**src/rtl/pwmf_pkg.sv**
```systemverilog
// Purpose: constants and state types of the pulse-width generator with fault control
// Assumes: one generator, 32-bit register port, all logic on the PWM clock
// Notes: sync mode codes shared by counting-mode and dead-band updates
package pwmf_pkg;
   // ---------------------------------------------------------------
   // register offsets
   // ---------------------------------------------------------------
   localparam logic [7:0] REG_CTRL = 8'h00;
   localparam logic [7:0] REG_ENABLE = 8'h04;
   localparam logic [7:0] REG_LOAD = 8'h08;
   localparam logic [7:0] REG_CMPA = 8'h0C;
   localparam logic [7:0] REG_CMPB = 8'h10;
   localparam logic [7:0] REG_DBRISE = 8'h14;
   localparam logic [7:0] REG_DBFALL = 8'h18;
   localparam logic [7:0] REG_FSENSE = 8'h1C;
   localparam logic [7:0] REG_MINPER = 8'h20;
   localparam logic [7:0] REG_TRIG0 = 8'h24;
   localparam logic [7:0] REG_TRIG1 = 8'h28;
   localparam logic [7:0] REG_FSTAT0 = 8'h2C;
   localparam logic [7:0] REG_FSTAT1 = 8'h30;
   localparam logic [7:0] REG_FISR = 8'h34;
   localparam logic [7:0] REG_SYNC = 8'h38;
   localparam logic [7:0] REG_COUNT = 8'h3C;
   // ---------------------------------------------------------------
   // control field positions
   // ---------------------------------------------------------------
   localparam int CTRL_UPDOWN = 0;
   localparam int CTRL_SYNCUPD = 1;
   localparam int CTRL_DBG_RUN = 2;
   localparam int CTRL_MSYNC_LO = 3;
   localparam int CTRL_DSYNC_LO = 5;
   localparam int CTRL_LATCHED = 7;
   localparam int CTRL_MINPER = 8;
   localparam int CTRL_EXTSRC = 9;
   localparam int CTRL_DBEN = 10;
   localparam logic [10:0] CTRL_RESET = 11'h000;
   localparam logic [3:0] FSENSE_RESET = 4'hF;
   localparam logic [15:0] CNT_ZERO = 16'h0000;
   localparam logic [15:0] CNT_ONE = 16'h0001;
   localparam logic [11:0] DB_ONE = 12'h001;
   // ---------------------------------------------------------------
   // types
   // ---------------------------------------------------------------
   typedef enum logic [1:0] {
      PWMF_SYNC_IMM = 2'b00,
      PWMF_SYNC_LOCAL = 2'b01,
      PWMF_SYNC_GLOBAL = 2'b10
   } pwmf_sync_t;
   typedef struct packed {
      logic [4:0] stage1;
      logic [4:0] stage2;
   } pwmf_sync2_t;
   typedef struct packed {
      logic a_prev;
      logic b;
      logic [11:0] cnt;
   } pwmf_db_t;
   typedef struct packed {
      logic [10:0] ctrl;
      logic en;
      logic [15:0] load;
      logic [15:0] cmpa;
      logic [15:0] cmpb;
      logic [11:0] dbr;
      logic [11:0] dbf;
      logic [3:0] sense;
      logic [15:0] minper;
      logic [3:0] trig0;
      logic [7:0] trig1;
      logic [3:0] stat0;
      logic [7:0] stat1;
      logic [3:0] isr;
      logic glob;
      logic pdirty;
      logic mdirty;
      logic ddirty;
      logic [15:0] cnt;
      logic up;
      logic [15:0] aload;
      logic [15:0] acmpa;
      logic [15:0] acmpb;
      logic aupdn;
      logic [11:0] adbr;
      logic [11:0] adbf;
      logic adben;
      logic [15:0] minc;
      logic generator_output_first;
      logic generator_output_second;
      logic [31:0] rdata;
   } pwmf_state_t;
endpackage

```
**src/rtl/pwmf_sync2.sv**
```systemverilog
// Purpose: two-flop synchroniser for fault pins and debug halt
// Assumes: inputs asynchronous to clk_i
// Notes: only the second stage is visible
`timescale 1ns/1ns
module pwmf_sync2 (
   input wire logic clk_i,
   input wire logic rst_i,
   input wire logic [4:0] async_i,
   output logic [4:0] sync_o
);
   pwmf_pkg::pwmf_sync2_t s;
   pwmf_pkg::pwmf_sync2_t next_s;

   always_comb begin
      next_s.stage1 = async_i;
      next_s.stage2 = s.stage1;
   end

   always_ff @(posedge clk_i) begin
      if (rst_i) begin
         s <= '0;
      end else begin
         s <= next_s;
      end
   end

   assign sync_o = s.stage2;
endmodule

```
**src/rtl/pwmf_deadband.sv**
```systemverilog
// Purpose: delays rising and falling edges of the first output for the second
// Assumes: delays in PWM clock ticks, zero means no delay
// Notes: an edge arriving before the previous delay ends restarts the count
`timescale 1ns/1ns
module pwmf_deadband (
   input wire logic clk_i,
   input wire logic rst_i,
   input wire logic a_i,
   input wire logic [11:0] rise_i,
   input wire logic [11:0] fall_i,
   output logic b_o
);
   pwmf_pkg::pwmf_db_t s;
   pwmf_pkg::pwmf_db_t next_s;

   always_comb begin
      next_s = s;
      next_s.a_prev = a_i;
      if (a_i != s.a_prev) begin
         next_s.cnt = a_i ? rise_i : fall_i;
         if ((a_i ? rise_i : fall_i) == 12'h000) begin
            next_s.b = a_i;
         end
      end else if (s.cnt > pwmf_pkg::DB_ONE) begin
         next_s.cnt = s.cnt - pwmf_pkg::DB_ONE;
      end else if (s.cnt == pwmf_pkg::DB_ONE) begin
         next_s.cnt = 12'h000;
         next_s.b = a_i;
      end
   end

   always_ff @(posedge clk_i) begin
      if (rst_i) begin
         s <= '0;
      end else begin
         s <= next_s;
      end
   end

   assign b_o = s.b;
endmodule

```
**src/rtl/pwmf_generator.sv**
```systemverilog
// Purpose: one pulse-width generator with counter, comparators and fault control
// Assumes: clk_i is the divided PWM clock; dcmp_i comes from logic on clk_i
// Notes: register reads answer one cycle after the read strobe
`timescale 1ns/1ns

// Summary of operation
// - writing one clears fault interrupt bits
// - fault interrupt is OR of configured triggers
// - configuration write leaves generator disabled
// - down mode counts load to zero, reloads
// - up/down mode counts zero to load, back
// - sync update waits for sync event
// - non-sync update needs no sync event
// - pending load and compare values transfer only at counter zero
// - debug pause stops counter at zero
// - debug run keeps counting while halted
// - counting-mode change immediate, local or global
// - dead-band change immediate, local or global
// - latched faults stay set until cleared
// - software clears latched triggers per group
// - minimum fault period holds fault and interrupt
// - legacy uses fault zero, extended uses set
// - disable stops counter advancing
// - enable lets counter advance
// - minimum period counted in PWM clocks
// - per-input fault sense applied before OR
// - dead-band delays second output edges
module pwmf_generator (
   input wire logic clk_i,
   input wire logic rst_i,
   input wire logic [7:0] addr_i,
   input wire logic [31:0] wdata_i,
   input wire logic wr_i,
   input wire logic rd_i,
   output logic [31:0] rdata_o,
   input wire logic [3:0] external_fault_input_i,
   input wire logic [7:0] dcmp_i,
   input wire logic debug_halt_i,
   output logic generator_output_first_o,
   output logic generator_output_second_o,
   output logic generator_zero_fault_irq_o
);
   pwmf_pkg::pwmf_state_t s;
   pwmf_pkg::pwmf_state_t next_s;
   logic [4:0] pins;
   logic [3:0] asserted;
   logic [3:0] raw0;
   logic [7:0] raw1;
   logic fault_now;
   logic fault_act;
   logic halt;
   logic tick;
   logic at_zero;
   logic db_out;
   logic apply_p;
   logic [15:0] ld_now;
   pwmf_pkg::pwmf_sync_t msync;
   pwmf_pkg::pwmf_sync_t dsync;

   // ---------------------------------------------------------------
   // change is due under the chosen sync mode
   // ---------------------------------------------------------------
   function automatic logic due(input pwmf_pkg::pwmf_sync_t mode, input logic zero,
                                input logic glob);
      due = (mode == pwmf_pkg::PWMF_SYNC_IMM) ||
            (zero && ((mode == pwmf_pkg::PWMF_SYNC_LOCAL) ||
                      ((mode == pwmf_pkg::PWMF_SYNC_GLOBAL) && glob)));
   endfunction

   pwmf_sync2 u_sync (
      .clk_i(clk_i),
      .rst_i(rst_i),
      .async_i({debug_halt_i, external_fault_input_i}),
      .sync_o(pins)
   );

   pwmf_deadband u_db (
      .clk_i(clk_i),
      .rst_i(rst_i),
      .a_i(s.generator_output_first),
      .rise_i(s.adbr),
      .fall_i(s.adbf),
      .b_o(db_out)
   );

   // ---------------------------------------------------------------
   // fault sources
   // ---------------------------------------------------------------
   assign halt = pins[4];
   assign asserted = ~(pins[3:0] ^ s.sense);
   assign raw0 = s.ctrl[pwmf_pkg::CTRL_EXTSRC] ? (asserted & s.trig0) :
                 {3'h0, asserted[0]};
   assign raw1 = s.ctrl[pwmf_pkg::CTRL_EXTSRC] ? (dcmp_i & s.trig1) : 8'h00;
   assign fault_now = (|s.stat0) || (|s.stat1) || (|raw0) || (|raw1);
   assign fault_act = fault_now || (s.minc != pwmf_pkg::CNT_ZERO);
   assign msync = pwmf_pkg::pwmf_sync_t'(s.ctrl[pwmf_pkg::CTRL_MSYNC_LO +: 2]);
   assign dsync = pwmf_pkg::pwmf_sync_t'(s.ctrl[pwmf_pkg::CTRL_DSYNC_LO +: 2]);

   // ---------------------------------------------------------------
   // counter advance
   // ---------------------------------------------------------------
   assign tick = s.en && !(halt && !s.ctrl[pwmf_pkg::CTRL_DBG_RUN] &&
                 (s.cnt == pwmf_pkg::CNT_ZERO));
   assign at_zero = tick && (s.cnt == pwmf_pkg::CNT_ZERO);
   assign apply_p = s.pdirty && at_zero && (!s.ctrl[pwmf_pkg::CTRL_SYNCUPD] || s.glob);
   assign ld_now = apply_p ? s.load : s.aload;

   always_comb begin
      next_s = s;
      next_s.rdata = 32'h00000000;
      // counting
      if (tick) begin
         if (!s.aupdn) begin
            next_s.cnt = at_zero ? ld_now : s.cnt - pwmf_pkg::CNT_ONE;
         end else if (at_zero) begin
            next_s.cnt = (ld_now == pwmf_pkg::CNT_ZERO) ? pwmf_pkg::CNT_ZERO : pwmf_pkg::CNT_ONE;
            next_s.up = 1'b1;
         end else if (s.up && (s.cnt < s.aload)) begin
            next_s.cnt = s.cnt + pwmf_pkg::CNT_ONE;
         end else begin
            next_s.cnt = s.cnt - pwmf_pkg::CNT_ONE;
            next_s.up = 1'b0;
         end
      end
      // pending values only at zero; mode and dead-band changes when due under the sync mode
      if (apply_p) begin
         next_s.aload = s.load;
         next_s.acmpa = s.cmpa;
         next_s.acmpb = s.cmpb;
         next_s.pdirty = 1'b0;
      end
      if (s.mdirty && due(msync, at_zero, s.glob)) begin
         next_s.aupdn = s.ctrl[pwmf_pkg::CTRL_UPDOWN];
         next_s.up = 1'b1;
         next_s.mdirty = 1'b0;
      end
      if (s.ddirty && due(dsync, at_zero, s.glob)) begin
         next_s.adbr = s.dbr;
         next_s.adbf = s.dbf;
         next_s.adben = s.ctrl[pwmf_pkg::CTRL_DBEN];
         next_s.ddirty = 1'b0;
      end
      if (at_zero) begin
         next_s.glob = 1'b0;
      end
      // register writes
      if (wr_i) begin
         case (addr_i)
            pwmf_pkg::REG_CTRL: begin
               next_s.ctrl = wdata_i[10:0];
               next_s.en = 1'b0;
               next_s.mdirty = 1'b1;
               next_s.ddirty = 1'b1;
            end
            pwmf_pkg::REG_ENABLE: next_s.en = wdata_i[0];
            pwmf_pkg::REG_LOAD: begin
               next_s.load = wdata_i[15:0];
               next_s.pdirty = 1'b1;
            end
            pwmf_pkg::REG_CMPA: begin
               next_s.cmpa = wdata_i[15:0];
               next_s.pdirty = 1'b1;
            end
            pwmf_pkg::REG_CMPB: begin
               next_s.cmpb = wdata_i[15:0];
               next_s.pdirty = 1'b1;
            end
            pwmf_pkg::REG_DBRISE: begin
               next_s.dbr = wdata_i[11:0];
               next_s.ddirty = 1'b1;
            end
            pwmf_pkg::REG_DBFALL: begin
               next_s.dbf = wdata_i[11:0];
               next_s.ddirty = 1'b1;
            end
            pwmf_pkg::REG_FSENSE: next_s.sense = wdata_i[3:0];
            pwmf_pkg::REG_MINPER: next_s.minper = wdata_i[15:0];
            pwmf_pkg::REG_TRIG0: next_s.trig0 = wdata_i[3:0];
            pwmf_pkg::REG_TRIG1: next_s.trig1 = wdata_i[7:0];
            pwmf_pkg::REG_FSTAT0: next_s.stat0 = s.stat0 & ~wdata_i[3:0];
            pwmf_pkg::REG_FSTAT1: next_s.stat1 = s.stat1 & ~wdata_i[7:0];
            pwmf_pkg::REG_FISR: next_s.isr = s.isr & ~wdata_i[3:0];
            pwmf_pkg::REG_SYNC: next_s.glob = s.glob | wdata_i[0];
            default: ;
         endcase
      end
      // fault status, set wins over clear
      if (s.ctrl[pwmf_pkg::CTRL_LATCHED]) begin
         next_s.stat0 = next_s.stat0 | raw0;
         next_s.stat1 = next_s.stat1 | raw1;
      end else begin
         next_s.stat0 = 4'h0;
         next_s.stat1 = 8'h00;
      end
      if (s.ctrl[pwmf_pkg::CTRL_MINPER] && ((|raw0) || (|raw1))) begin
         next_s.minc = s.minper;
      end else if (s.minc != pwmf_pkg::CNT_ZERO) begin
         next_s.minc = s.minc - pwmf_pkg::CNT_ONE;
      end
      if (!s.ctrl[pwmf_pkg::CTRL_MINPER]) begin
         next_s.minc = pwmf_pkg::CNT_ZERO;
      end
      next_s.isr[0] = next_s.isr[0] | fault_act;
      // outputs, forced low under fault
      next_s.generator_output_first = !fault_act && (s.cnt > s.acmpa);
      next_s.generator_output_second = !fault_act && (s.adben ? db_out : (s.cnt > s.acmpb));
      // register reads
      if (rd_i) begin
         case (addr_i)
            pwmf_pkg::REG_CTRL: next_s.rdata = {21'h000000, s.ctrl};
            pwmf_pkg::REG_ENABLE: next_s.rdata = {31'h00000000, s.en};
            pwmf_pkg::REG_LOAD: next_s.rdata = {16'h0000, s.load};
            pwmf_pkg::REG_CMPA: next_s.rdata = {16'h0000, s.cmpa};
            pwmf_pkg::REG_CMPB: next_s.rdata = {16'h0000, s.cmpb};
            pwmf_pkg::REG_DBRISE: next_s.rdata = {20'h00000, s.dbr};
            pwmf_pkg::REG_DBFALL: next_s.rdata = {20'h00000, s.dbf};
            pwmf_pkg::REG_FSENSE: next_s.rdata = {28'h0000000, s.sense};
            pwmf_pkg::REG_MINPER: next_s.rdata = {16'h0000, s.minper};
            pwmf_pkg::REG_TRIG0: next_s.rdata = {28'h0000000, s.trig0};
            pwmf_pkg::REG_TRIG1: next_s.rdata = {24'h000000, s.trig1};
            pwmf_pkg::REG_FSTAT0: next_s.rdata =
               {28'h0000000, s.ctrl[pwmf_pkg::CTRL_LATCHED] ? s.stat0 : raw0};
            pwmf_pkg::REG_FSTAT1: next_s.rdata =
               {24'h000000, s.ctrl[pwmf_pkg::CTRL_LATCHED] ? s.stat1 : raw1};
            pwmf_pkg::REG_FISR: next_s.rdata = {28'h0000000, s.isr};
            pwmf_pkg::REG_SYNC: next_s.rdata = {31'h00000000, s.glob};
            pwmf_pkg::REG_COUNT: next_s.rdata = {16'h0000, s.cnt};
            default: next_s.rdata = 32'h00000000;
         endcase
      end
   end

   always_ff @(posedge clk_i) begin
      if (rst_i) begin
         s <= '0;
         s.ctrl <= pwmf_pkg::CTRL_RESET;
         s.sense <= pwmf_pkg::FSENSE_RESET;
         s.up <= 1'b1;
      end else begin
         s <= next_s;
      end
   end

   assign rdata_o = s.rdata;
   assign generator_output_first_o = s.generator_output_first;
   assign generator_output_second_o = s.generator_output_second;
   assign generator_zero_fault_irq_o = s.isr[0];

   // ---------------------------------------------------------------
   // checks
   // ---------------------------------------------------------------
   disabled_hold_a: assert property (@(posedge clk_i) disable iff (rst_i)
      !s.en |=> (s.cnt == $past(s.cnt)))
      else $error("counter moved while disabled");
   enable_run_a: assert property (@(posedge clk_i) disable iff (rst_i)
      (s.en && (s.cnt != pwmf_pkg::CNT_ZERO)) |=> (s.cnt != $past(s.cnt)))
      else $error("enabled counter did not advance");
   down_reload_a: assert property (@(posedge clk_i) disable iff (rst_i)
      (at_zero && !s.aupdn) |=> (s.cnt == $past(ld_now)))
      else $error("down counter did not reload");
   updown_turn_a: assert property (@(posedge clk_i) disable iff (rst_i)
      (at_zero && s.aupdn && (ld_now != pwmf_pkg::CNT_ZERO)) |=> (s.cnt == pwmf_pkg::CNT_ONE))
      else $error("up/down counter did not turn up at zero");
   zero_apply_a: assert property (@(posedge clk_i) disable iff (rst_i)
      (s.acmpa != $past(s.acmpa)) |-> $past(at_zero))
      else $error("comparator changed away from zero");
   sync_wait_a: assert property (@(posedge clk_i) disable iff (rst_i)
      (s.ctrl[pwmf_pkg::CTRL_SYNCUPD] && !s.glob) |=> (s.aload == $past(s.aload)))
      else $error("sync update applied without sync event");
   config_off_a: assert property (@(posedge clk_i) disable iff (rst_i)
      (wr_i && (addr_i == pwmf_pkg::REG_CTRL)) |=> !s.en)
      else $error("generator enabled after configuration write");
   isr_clear_a: assert property (@(posedge clk_i) disable iff (rst_i)
      (wr_i && (addr_i == pwmf_pkg::REG_FISR) && wdata_i[0] && !fault_act) |=> !s.isr[0])
      else $error("fault interrupt not cleared");
   debug_pause_a: assert property (@(posedge clk_i) disable iff (rst_i)
      (halt && !s.ctrl[pwmf_pkg::CTRL_DBG_RUN] && (s.cnt == pwmf_pkg::CNT_ZERO))
      |=> (s.cnt == pwmf_pkg::CNT_ZERO))
      else $error("counter left zero during debug pause");
   min_hold_a: assert property (@(posedge clk_i) disable iff (rst_i)
      (s.ctrl[pwmf_pkg::CTRL_MINPER] && ((|raw0) || (|raw1)) && (s.minper > pwmf_pkg::CNT_ONE))
      |=> ##1 (fault_act && s.isr[0]))
      else $error("minimum fault period not held");

   // ---------------------------------------------------------------
   // mode, update and fault checks
   // ---------------------------------------------------------------
   mode_now_a: assert property (@(posedge clk_i) disable iff (rst_i)
      (s.mdirty && (msync == pwmf_pkg::PWMF_SYNC_IMM))
      |=> (s.aupdn == $past(s.ctrl[pwmf_pkg::CTRL_UPDOWN])))
      else $error("mode change not immediate");
   mode_local_a: assert property (@(posedge clk_i) disable iff (rst_i)
      (s.mdirty && (msync == pwmf_pkg::PWMF_SYNC_LOCAL) && !at_zero)
      |=> (s.aupdn == $past(s.aupdn)))
      else $error("local mode change away from zero");
   mode_global_a: assert property (@(posedge clk_i) disable iff (rst_i)
      (s.mdirty && (msync == pwmf_pkg::PWMF_SYNC_GLOBAL) && !s.glob)
      |=> (s.aupdn == $past(s.aupdn)))
      else $error("global mode change without request");
   db_now_a: assert property (@(posedge clk_i) disable iff (rst_i)
      (s.ddirty && (dsync == pwmf_pkg::PWMF_SYNC_IMM))
      |=> (s.adbr == $past(s.dbr)))
      else $error("dead-band change not immediate");
   db_wait_a: assert property (@(posedge clk_i) disable iff (rst_i)
      (s.ddirty && (dsync != pwmf_pkg::PWMF_SYNC_IMM) && !at_zero)
      |=> (s.adbr == $past(s.adbr)))
      else $error("dead-band change away from zero");
   load_free_a: assert property (@(posedge clk_i) disable iff (rst_i)
      (s.pdirty && at_zero && !s.ctrl[pwmf_pkg::CTRL_SYNCUPD])
      |=> (s.aload == $past(s.load)))
      else $error("free update did not apply at zero");
   debug_run_a: assert property (@(posedge clk_i) disable iff (rst_i)
      (halt && s.ctrl[pwmf_pkg::CTRL_DBG_RUN] && s.en)
      |-> tick)
      else $error("counter stopped in debug run");
   latch_keep_a: assert property (@(posedge clk_i) disable iff (rst_i)
      (s.ctrl[pwmf_pkg::CTRL_LATCHED] && !(wr_i && (addr_i == pwmf_pkg::REG_FSTAT0)))
      |=> ((s.stat0 & $past(s.stat0)) == $past(s.stat0)))
      else $error("latched trigger lost");
   group_clear_a: assert property (@(posedge clk_i) disable iff (rst_i)
      (s.ctrl[pwmf_pkg::CTRL_LATCHED] && wr_i && (addr_i == pwmf_pkg::REG_FSTAT1) &&
       (raw1 == 8'h00))
      |=> (s.stat1 == ($past(s.stat1) & ~$past(wdata_i[7:0]))))
      else $error("group clear wrong");
   legacy_src_a: assert property (@(posedge clk_i) disable iff (rst_i)
      !s.ctrl[pwmf_pkg::CTRL_EXTSRC]
      |-> ((raw0[3:1] == 3'h0) && (raw1 == 8'h00)))
      else $error("legacy mode used other triggers");
   sense_apply_a: assert property (@(posedge clk_i) disable iff (rst_i)
      (s.ctrl[pwmf_pkg::CTRL_EXTSRC] && s.trig0[0])
      |-> (raw0[0] == (pins[0] == s.sense[0])))
      else $error("fault sense not applied");
   irq_or_a: assert property (@(posedge clk_i) disable iff (rst_i)
      fault_now
      |=> s.isr[0])
      else $error("fault interrupt not raised");
   min_count_a: assert property (@(posedge clk_i) disable iff (rst_i)
      (s.ctrl[pwmf_pkg::CTRL_MINPER] && (s.minc != pwmf_pkg::CNT_ZERO) && !(|raw0) && !(|raw1))
      |=> (s.minc == $past(s.minc) - pwmf_pkg::CNT_ONE))
      else $error("minimum period not counted per clock");
   db_follow_a: assert property (@(posedge clk_i) disable iff (rst_i)
      (s.adben && !fault_act)
      |=> (s.generator_output_second == $past(db_out)))
      else $error("second output not from dead-band");
endmodule

```
**config.mk**
```make
export PLATFORM = sky130hd
export DESIGN_NAME = pwmf_generator
export DESIGN_NICKNAME = d
export VERILOG_FILES = /design/src/rtl/pwmf_pkg.sv /design/src/rtl/pwmf_sync2.sv /design/src/rtl/pwmf_deadband.sv /design/src/rtl/pwmf_generator.sv
export SDC_FILE = /design/constraint.sdc
export NUM_CORES = 1
export LEC_CHECK = 0
export BUFFER_PORTS_ARGS = -buffer_cell sky130_fd_sc_hd__buf_2
export CAP_MARGIN = 20
export CORE_ASPECT_RATIO = 1.4
export CORE_MARGIN = 5
export CORE_UTILIZATION = 50
export CTS_CLUSTER_DIAMETER = 200
export DETAILED_ROUTE_END_ITERATION = 10
export GPL_ROUTABILITY_DRIVEN = 0
export PLACE_DENSITY = 0.75
export SETUP_SLACK_MARGIN = 0.4
export SYNTH_ARGS = -nofsm -noshare
export SYNTH_HDL_FRONTEND = slang
export SYNTH_SLANG_ARGS = --single-unit
```
**constraint.sdc**
```tcl
create_clock -name clk_i -period 4 [get_ports clk_i]
set_input_delay 0.4 -clock clk_i [delete_from_list [all_inputs] [get_ports clk_i]]
set_output_delay 0.4 -clock clk_i [all_outputs]
set_load 0.01 [all_outputs]
```
==> results of run 1 <==
through the flow:
stage | hold slack (ns) | std cells | utilization
final | 0.0555 | 2233 | 0.554
after global routing | 0.0651 | 2233 | 0.554
after CTS | 0.0400 | 2233 | 0.554
after detailed placement | 0.432 | 2183 | 0.520
after global placement | 0.417 | 2183 | 0.520
after floorplan | 0.414 | 1866 | -
critical path: stages, from the launching register on:
cell      delay [ns]
dfxtp_1         0.73
inv_1           0.14
ha_1            0.32
nor4b_1         0.19
nand4_2         0.27
o21ai_1         0.23
nor3_1          0.84
o211ai_1        0.21
nand3_1         0.14
sequential cells by signal, summed over array words and instances (netlist names):
register,cells
u_db.s,13
msync,2
generator_output_second_o,1
generator_zero_fault_irq_o,1
u_sync.sync_o,5
u_sync.next_s,5
generator_output_first_o,1
u_db.b_o,1
rdata_o,16
s,238
dsync,2
cells in the final DEF, fill, tap and decap left out, types with 14 or more instances in the layout:
| cell | n |
|---|---|
| nand2_1 | 354 |
| dfxtp_1 | 285 |
| a21oi_1 | 231 |
| nor2_1 | 122 |
| nand3_1 | 111 |
| inv_1 | 62 |
| mux2i_1 | 59 |
| buf_2 | 58 |
| ha_1 | 52 |
| a22oi_1 | 49 |
| nor3_1 | 43 |
| o21ai_0 | 41 |
| buf_4 | 40 |
| nor4_1 | 31 |
| clkbuf_16 | 29 |
| nor2b_1 | 21 |
| xor2_1 | 19 |
| nand4_1 | 17 |
| xnor2_1 | 17 |
| conb_1 | 16 |
| a31oi_1 | 14 |
| a221oi_1 | 14 |
final timing paths:
path | start | to | cells after the start
min | external_fault_input_i[1] | u_sync.next_s[1] | 2
max reg2reg | s[126] | s[140] | 8
max | s[126] | s[140] | 8
min reg2reg | u_sync.next_s[0] | u_sync.sync_o[0] | 1
routing by layer:
| metal | track usage | part of all wire |
|---|---|---|
| met5 | 0 | 0 |
| met4 | 0.183 | 0.079 |
| met3 | 0.0396 | 0.078 |
| met2 | 0.466 | 0.48 |
| met1 | 0.317 | 0.37 |
report_power, final:
group          total, mW  switching, mW  internal [mW]
Sequential          2.96         0.0577           2.90
Clock               2.84           1.17           1.67
Combinational      0.632          0.386          0.246
Total               6.43           1.61           4.82
layout make-up:
class | instances | area share
multi-input cells | 1362 | 0.494
flip-flops and latches | 285 | 0.361
clock buffers | 35 | 0.0480
repair buffers | 99 | 0.0381
well taps | 375 | 0.0297
inverters | 62 | 0.0147
clock inverters | 15 | 0.0138
cell families after synthesis:
logic type                 Yosys count  synth area share
DFF                                285             0.395
AOI/OAI and AO/OA                  432             0.185
xor gates and xnor gates            36            0.0218
and+or+nand+nor                    764             0.241
other                                1          0.000260
adders and majority gates           52            0.0450
buffers and inverters              219            0.0688
muxes                               62            0.0432
==> run_results.csv, run 1 <==
group,metric,value,unit
logic_synthesis,syn_avg_cell_area,7.80,um2
sta,final_period_minus_worst_setup_slack,3.16,ns
place,dpl_worst_slack,0.994,ns
run_status,run_status,"complete, no violations",
clocking,h-tree-depth,1,
drt,wire_per_inst,20.6,um
logic_synthesis,ys_seq_area_frac,0.395,
power_and_ir_drop,power_density,407,nW/um2
drt,drc_errors,0,
logic_synthesis,ys_seq_elements,285,
clocking,cts.sinks,285,
die,die_area,32400,um2
sta,fin_setup_tns,0,ns
place,place_area,14800,um2
clocking,numCtsBuffers,28,
grt,grt-ovfl-total,0,
grt,grt.total_usage,0.273,
grt,grt_max_degree,88,
sta,finalCritPeriodShare,0.790,
logic_synthesis,synth_area_leaders,"dfxtp_1 (40%), nand2_1 (9.2%), a21oi_1 (8.0%)",
min_path,min_path_type,"in2reg",
grt,grt_pass1_wl,71.8,mm
die,die_y,211,um
layout,n_fill_cell,2645,
sta,finalMaxSlewViolations,0,
die,start_util,0.507,
clocking,cts.repair.resized,0,
setup_path,worstPathArrival,3.64,ns
sta,relSlewSlack,0.265,
job,maxCapViolations,0,
logic_synthesis,netlist_instances,1851,
logic_synthesis,synth.most_common_cell,"nand2_1",
drt,drt_pass1_iterations,9,
clocking,cts_tree,"built",
logic_synthesis,yosys_most_used_dff,"dfxtp_1",
layout,nets,1947,
drt,drt_wl_total,46.0,mm
logic_synthesis,yosys_warnings,0,
drt,final_antenna_net_count,0,
grt,grt_pass1_vias,13408,
power_and_ir_drop,fin_total_pwr,6.43,mW
sta,final-hold-violation-count,0,
setup_path,crit_fanout,10,
power_and_ir_drop,ir_worst_vdd,0.000344,V
clocking,clock_latency,0.56,ns
layout,antenna_cells,0,
sta,fmax,316,MHz
sta,setup_slack,0.839,ns
setup_path,r2r_setup_slack,0.84,ns
clocking,ctsHoldBuffers,0,
place,dp_hpwl,32.4,mm
die,ios,92,
logic_synthesis,synth_top_cell_by_area,"dfxtp_1",
setup_path,required,4.48,ns
logic_synthesis,async_reset_ff_frac,0,
setup_path,cp-start-kind,"flop",
layout,area_growth,9.36,%
place,io_buffer_count,59,
layout,multiInputGateArea,7810,um2
sta,tightest_slew,1.10,ns
die,die_w,154,um
clocking,cts_buffer_depth,3,
setup_path,crit_path_end_kind,"flop",
grt,antenna_found_initial,0,
power_and_ir_drop,leakagePower,6.00,nW
logic_synthesis,synthDistinctLibCells,74,
die,core,28500,um2
sta,rsz0062_at_grt,"no",
logic_synthesis,yosysTopAreaCellShare,0.395,
layout,final_area,15800,um2
logic_synthesis,syn_area,14400,um2
drt,drt_iter0_drc,1471,
clocking,path_clk_slew,0.07,ns
logic_synthesis,synth_common_cells,"nand2_1 (354), dfxtp_1 (285), a21oi_1 (231)",
setup_path,critical_path_class,"reg2reg",
drt,dr_total_vias,13931,
drt,vias_per_cell,6.24,
die,rows,73,
sta,fin_skew,0.0181,ns
layout,ff_latch_area,5710,um2
layout,layout-drive-gt1-share,0.0904,
clocking,post-cts-setup-buffers,0,
clocking,root_buffer,"clkbuf_16",
sta,report.final.setup_viol,0,
logic_synthesis,synth_enable_flop_cells,0,
Power figures use the tool's default switching activity.
==> inputs of run 2 (changes only) <==
Settings changed: ABC_AREA from default to 1, PLACE_DENSITY 0.75 to 0.77.
Clock period 4 ns to 2.9 ns, I/O delays scaled along.
==> run_results.csv, run 2 <==
group,metric,value,unit
run_status,run_status,"complete, no violations",
logic_synthesis,netlist_instances,1959,
min_path,worstHoldPathCells,3,
grt,grt_pass1_vias,13301,
drt,final_antenna_net_count,0,
logic_synthesis,synth.most_common_cell,"dfxtp_1",
drt,drt_iter0_drc,1603,
sta,fin_setup_tns,0,ns
sta,final-hold-violation-count,0,
sta,final_period_minus_worst_setup_slack,2.45,ns
drt,dr_total_vias,13821,
logic_synthesis,synth_top_cell_by_area,"dfxtp_1",
setup_path,path_buf_inv,3,
sta,report.final.setup_viol,0,
place,dp_hpwl,32.4,mm
clocking,clock_latency,0.57,ns
layout,ff_latch_area,5710,um2
die,ios,92,
clocking,path_clk_slew,0.07,ns
drt,wire_per_inst,18.9,um
clocking,root_buffer,"clkbuf_16",
die,rows,73,
grt,antenna_found_initial,1,
drt,route.met2.wl,20.8,mm
drt,drc_errors,0,
sta,fin_skew,0.0128,ns
setup_path,crit_path_end_kind,"flop",
power_and_ir_drop,switching_share,0.250,
logic_synthesis,syn_area,14300,um2
setup_path,r2r_setup_slack,0.45,ns
layout,layout-drive-gt1-share,0.108,
layout,top_register,"s",
place,io_buffer_count,59,
logic_synthesis,ys_seq_area_frac,0.399,
setup_path,cp_top_family,"simple AND/OR/NAND/NOR gates",
sta,tightest_slew,0.887,ns
setup_path,rr_worst_depth,12,
power_and_ir_drop,p_clk_frac,0.438,
setup_path,critical_path_class,"reg2reg",
min_path,min_from,"wdata_i[12]",
power_and_ir_drop,p_comb_frac,0.094,
drt,drt_wl_total,44.9,mm
setup_path,rr_startpoint,"s[34]",
setup_path,cp-start-kind,"flop",
setup_path,cp_slowest_stage_delay,0.38,ns
power_and_ir_drop,leakagePower,6.53,nW
grt,grt_pass1_wl,70.0,mm
die,start_util,0.505,
setup_path,crit_slowest_cell,"nor4_2",
setup_path,required,3.39,ns
layout,nets,2095,
logic_synthesis,synth_area_leaders,"dfxtp_1 (40%), a21oi_1 (9.3%), o21ai_0 (7.9%)",
die,die_y,210,um
logic_synthesis,synthDistinctLibCells,57,
sta,fmax,408,MHz
setup_path,crit_fanout,5,
power_and_ir_drop,intPower,6.50,mW
power_and_ir_drop,seqPwrFrac,0.468,
layout,utilization,0.563,
grt,grt.total_usage,0.268,
sta,relSlewSlack,0.408,
drt,vias_per_cell,5.81,
power_and_ir_drop,ir_worst_vdd,0.000650,V
power_and_ir_drop,switchingPower,2.17,mW
logic_synthesis,async_reset_ff_frac,0,
logic_synthesis,synth_enable_flop_cells,0,
clocking,numCtsBuffers,27,
logic_synthesis,yosysTopAreaCellShare,0.399,
die,die_area,32100,um2
clocking,h-tree-depth,1,
logic_synthesis,ys_seq_elements,285,
setup_path,reg2reg_to,"generator_output_second_o",
sta,finalMaxSlewViolations,0,
layout,n_fill_cell,2641,
drt,top_layer,"met5",
clocking,cts_buffer_depth,3,
clocking,cts.sinks,285,
layout,area_growth,11.4,%
grt,grt-ovfl-total,0,
die,core,28300,um2
layout,multiInputGateArea,7100,um2
layout,final_cell_mix,"nand2_1 (283), dfxtp_1 (283), a21oi_1 (266), inv_1 (229), o21ai_0 (223)",
die,die_w,153,um
sta,rsz0062_at_grt,"yes",
setup_path,worstPathArrival,2.94,ns
job,maxCapViolations,0,
sta,finalCritPeriodShare,0.844,
layout,antenna_cells,0,
logic_synthesis,synth_common_cells,"dfxtp_1 (285), nand2_1 (284), a21oi_1 (266)",
min_path,min_path_type,"in2reg",
drt,wirelength_met1,16.4,mm
drt,drt_pass1_iterations,6,
logic_synthesis,yosys_warnings,0,
power_and_ir_drop,power_density,544,nW/um2
logic_synthesis,syn_avg_cell_area,7.30,um2
grt,grt_max_degree,167,
layout,largest_reg_flops,238,
logic_synthesis,yosys_most_used_dff,"dfxtp_1",
drt,wl_met3,3.48,mm
setup_path,critical_path.cell_chain,"inv_1 -> ha_1 -> inv_1 -> nor2_1 -> nand3_1 -> nor2_1 -> inv_1 -> nor4_2 -> nand2_1 -> nor2_1 -> o21ai_0 -> a21oi_1",
clocking,cts_tree,"built",
min_path,hold_end,"s[245]",
-- run 2: layout make-up --
| type | count | area share |
|---|---|---|
| clock buffer | 35 | 0.0481 |
| clock inverter | 13 | 0.0113 |
| inverter | 250 | 0.0595 |
| multi-input combinational | 1313 | 0.445 |
| sequential | 285 | 0.358 |
| tap | 375 | 0.0295 |
| timing repair buffer | 109 | 0.0479 |
-- run 2: power groups by stage --
stage          sequential (mW)  combinational (mW)  clock, mW
3_5_place_dp              4.15               0.792          0
2_1_floorplan             4.13               0.604          0
3_3_place_gp              4.14               0.757          0
5_1_grt                   4.07               0.917       3.97
6_report                  4.06               0.815       3.79
4_1_cts                   4.06               0.803       3.81
-- run 2: how the worst max path moves through the flow --
| stage | start | end | slack (ns) | depth (start not counted) |
|---|---|---|---|---|
| floorplan | s[125] | s[125] | 0.87 | 14 |
| global placement | s[275] | s[34] | 0.33 | 12 |
| detailed placement | s[275] | s[34] | 0.32 | 12 |
| CTS | s[125] | s[51] | 0.45 | 15 |
| global route | s[275] | s[34] | 0.30 | 12 |
| finish | s[34] | generator_output_second_o | 0.45 | 12 |
-- run 2: logic make-up after synthesis --
logic type | synth area share
other | 0.000262
AOI/OAI and AO/OA | 0.235
DFF | 0.399
buffers and inverters | 0.113
xor gates and xnor gates | 0.0269
adders and majority gates | 0.0455
and+or+nand+nor | 0.181
-- run 2: stage by stage --
step / power (mW) / hold slack [ns] / std cells / setup WS [ns] / area [um2]
2_1_floorplan: 4.74 / 0.388 / 1974 / 0.872 / 14400
3_3_place_gp: 4.90 / 0.390 / 2321 / 0.335 / 14800
3_5_place_dp: 4.94 / 0.396 / 2321 / 0.321 / 14800
4_1_cts: 8.67 / 0.0126 / 2374 / 0.448 / 15800
5_1_grt: 8.96 / 0.0234 / 2380 / 0.298 / 15900
6_report: 8.67 / 0.0164 / 2380 / 0.452 / 15900
-- run 2: routing by layer --
metal | vias up | track usage
li1 | 6588 | -
met2 | 724 | 0.449
met3 | 246 | 0.0487
met1 | 6261 | 0.297
met5 | - | 0
met4 | 2 | 0.217
-- run 2: worst register-to-register path: stages, from the launching register on --
cell	delay, ns
dfxtp_1	0.30
inv_1	0.12
ha_1	0.22
inv_1	0.05
nor2_1	0.21
nand3_1	0.10
nor2_1	0.12
inv_1	0.08
nor4_2	0.38
nand2_1	0.27
nor2_1	0.27
o21ai_0	0.12
a21oi_1	0.14
-- run 2: repair_timing --
action / in CTS / in global routing
endpoints found under the hold margin: 5 / 0
resized for setup: 1 / 22
setup endpoints to repair: 12 / 55
gates cloned: 0 / 2
hold buffers: 5 / 0
pin swaps: 0 / 0
buffers inserted: 0 / 4
==> inputs of run 3 (changes only) <==
Clock period 2.9 ns to 2.1 ns, I/O delays scaled along.
==> run_results.csv, run 3 (same netlist as run 2, synthesis figures left out) <==
group,metric,value,unit
run_status,run_status,"finished, violations left",
run_status,violations,"negative setup slack",
sta,setup_slack,-0.331,ns
sta,report.final.setup_viol,56,
clocking,numCtsBuffers,27,
power_and_ir_drop,fin_total_pwr,12.4,mW
clocking,root_buffer,"clkbuf_16",
grt,grt.total_usage,0.311,
sta,final_period_minus_worst_setup_slack,2.43,ns
die,rows,73,
layout,top_register,"s",
layout,utilization,0.686,
setup_path,critical_path_class,"reg2reg",
sta,fin_hold_ws,0.0124,ns
clocking,cts_buffer_depth,3,
sta,fin_setup_tns,-3.76,ns
place,place_area,15500,um2
power_and_ir_drop,power_density,637,nW/um2
grt,grt_use_met1,0.332,
layout,nets,2266,
drt,drt_iter0_drc,2531,
layout,n_fill_cell,1922,
grt,grt_pass1_wl,80.5,mm
grt,met3_usage,0.0711,
grt,grtUsageMet2,0.525,
sta,finalMaxSlewViolations,0,
clocking,h-tree-depth,1,
sta,rsz0062_at_grt,"yes",
setup_path,crit_fanout,8,
grt,antenna_found_initial,1,
die,die_area,32100,um2
min_path,min_path_type,"in2reg",
power_and_ir_drop,ir_worst_vdd,0.000738,V
layout,antenna_cells,0,
layout,layout-drive-gt1-share,0.316,
setup_path,worstPathArrival,2.89,ns
layout,area_growth,35.8,%
place,dp_hpwl,34.4,mm
drt,drc_errors,0,
setup_path,cp-start-kind,"flop",
setup_path,r2r_setup_slack,-0.33,ns
setup_path,crit_path_end_kind,"flop",
die,start_util,0.505,
sta,tightest_slew,0.944,ns
drt,drt_pass1_iterations,8,
layout,layout_commonest_cell,"dfxtp_1",
place,dpl_worst_slack,-0.0165,ns
sta,final-hold-violation-count,0,
sta,fin_skew,0.0218,ns
die,ios,92,
grt,grt_pass1_vias,14878,
clocking,cts_tree,"built",
sta,fmax,411,MHz
drt,drt_wl_total,62.0,mm
layout,largest_reg_flops,238,
grt,grt.busiest_layer,"met2",
power_and_ir_drop,leakagePower,7.88,nW
drt,vias_per_cell,6.46,
place,place.detailed.instances,2398,
die,die_y,210,um
clocking,clock_latency,0.58,ns
grt,grt-ovfl-total,0,
layout,final_cell_mix,"dfxtp_1 (262), nand2_1 (229), inv_1 (215), a21oi_1 (192), o21ai_0 (143)",
layout,final_area,19400,um2
die,die_w,153,um
clocking,cts.sinks,285,
sta,relSlewSlack,0.371,
grt,grt_max_degree,167,
place,io_buffer_count,59,
sta,finalCritPeriodShare,1.16,
drt,wire_per_inst,24.3,um
setup_path,required,2.56,ns
drt,dr_total_vias,16467,
job,maxCapViolations,0,
clocking,path_clk_slew,0.07,ns
drt,final_antenna_net_count,0,
layout,layout.cells.non_filler,2550,
die,core,28300,um2
==> run 3: repair_timing <==
item	CTS	global route
hold endpoints to repair	17	0
pin swaps	63	70
endpoints found under the setup margin	95	124
hold buffers	15	0
buffers inserted	35	39
cloned	9	7
resized for setup	218	327
==> run 3: layout make-up <==
class                   instances  area [um2]  area share
clock buffers                  38         808      0.0416
clock inverters                 9         130     0.00670
inverters                     250         998      0.0514
multi-input cells            1313        8700       0.448
flip-flops and latches        285        5760       0.296
well taps                     375         469      0.0242
repair buffers                271        2430       0.125
repair inverters                9         123     0.00632
==> run 3: worst paths after layout <==
| kind | depth (start not counted) | startpoint | to |
|---|---|---|---|
| max reg2reg | 13 | s[140] | s[125] |
| min | 3 | dcmp_i[0] | s[149] |
| min reg2reg | 2 | u_sync.next_s[0] | u_sync.sync_o[0] |
| max | 13 | s[140] | s[125] |
==> run 3: per-layer routing <==
layer,share of wire,vias to the layer above
li1,-,6928
met5,0.00021,-
met3,0.12,531
met2,0.46,1441
met1,0.32,7565
met4,0.11,2
==> run 3: critical path, stage by stage, from the launching register on <==
cell	delay, ns
dfxtp_4	0.36
inv_1	0.13
nand2_1	0.12
nor2_4	0.15
nand2_4	0.08
nor2_8	0.10
nand4_4	0.22
buf_12	0.26
o21ai_4	0.18
nand2_1	0.09
nor2_2	0.33
nand3_1	0.14
nand3_2	0.09
a21oi_2	0.06
==> run 3: where the power goes <==
part | leakage, nW | switching [mW] | internal [mW] | total, mW
Sequential | 2.31 | 0.101 | 5.51 | 5.61
Combinational | 5.10 | 0.906 | 0.530 | 1.44
Clock | 0.462 | 2.28 | 3.04 | 5.33
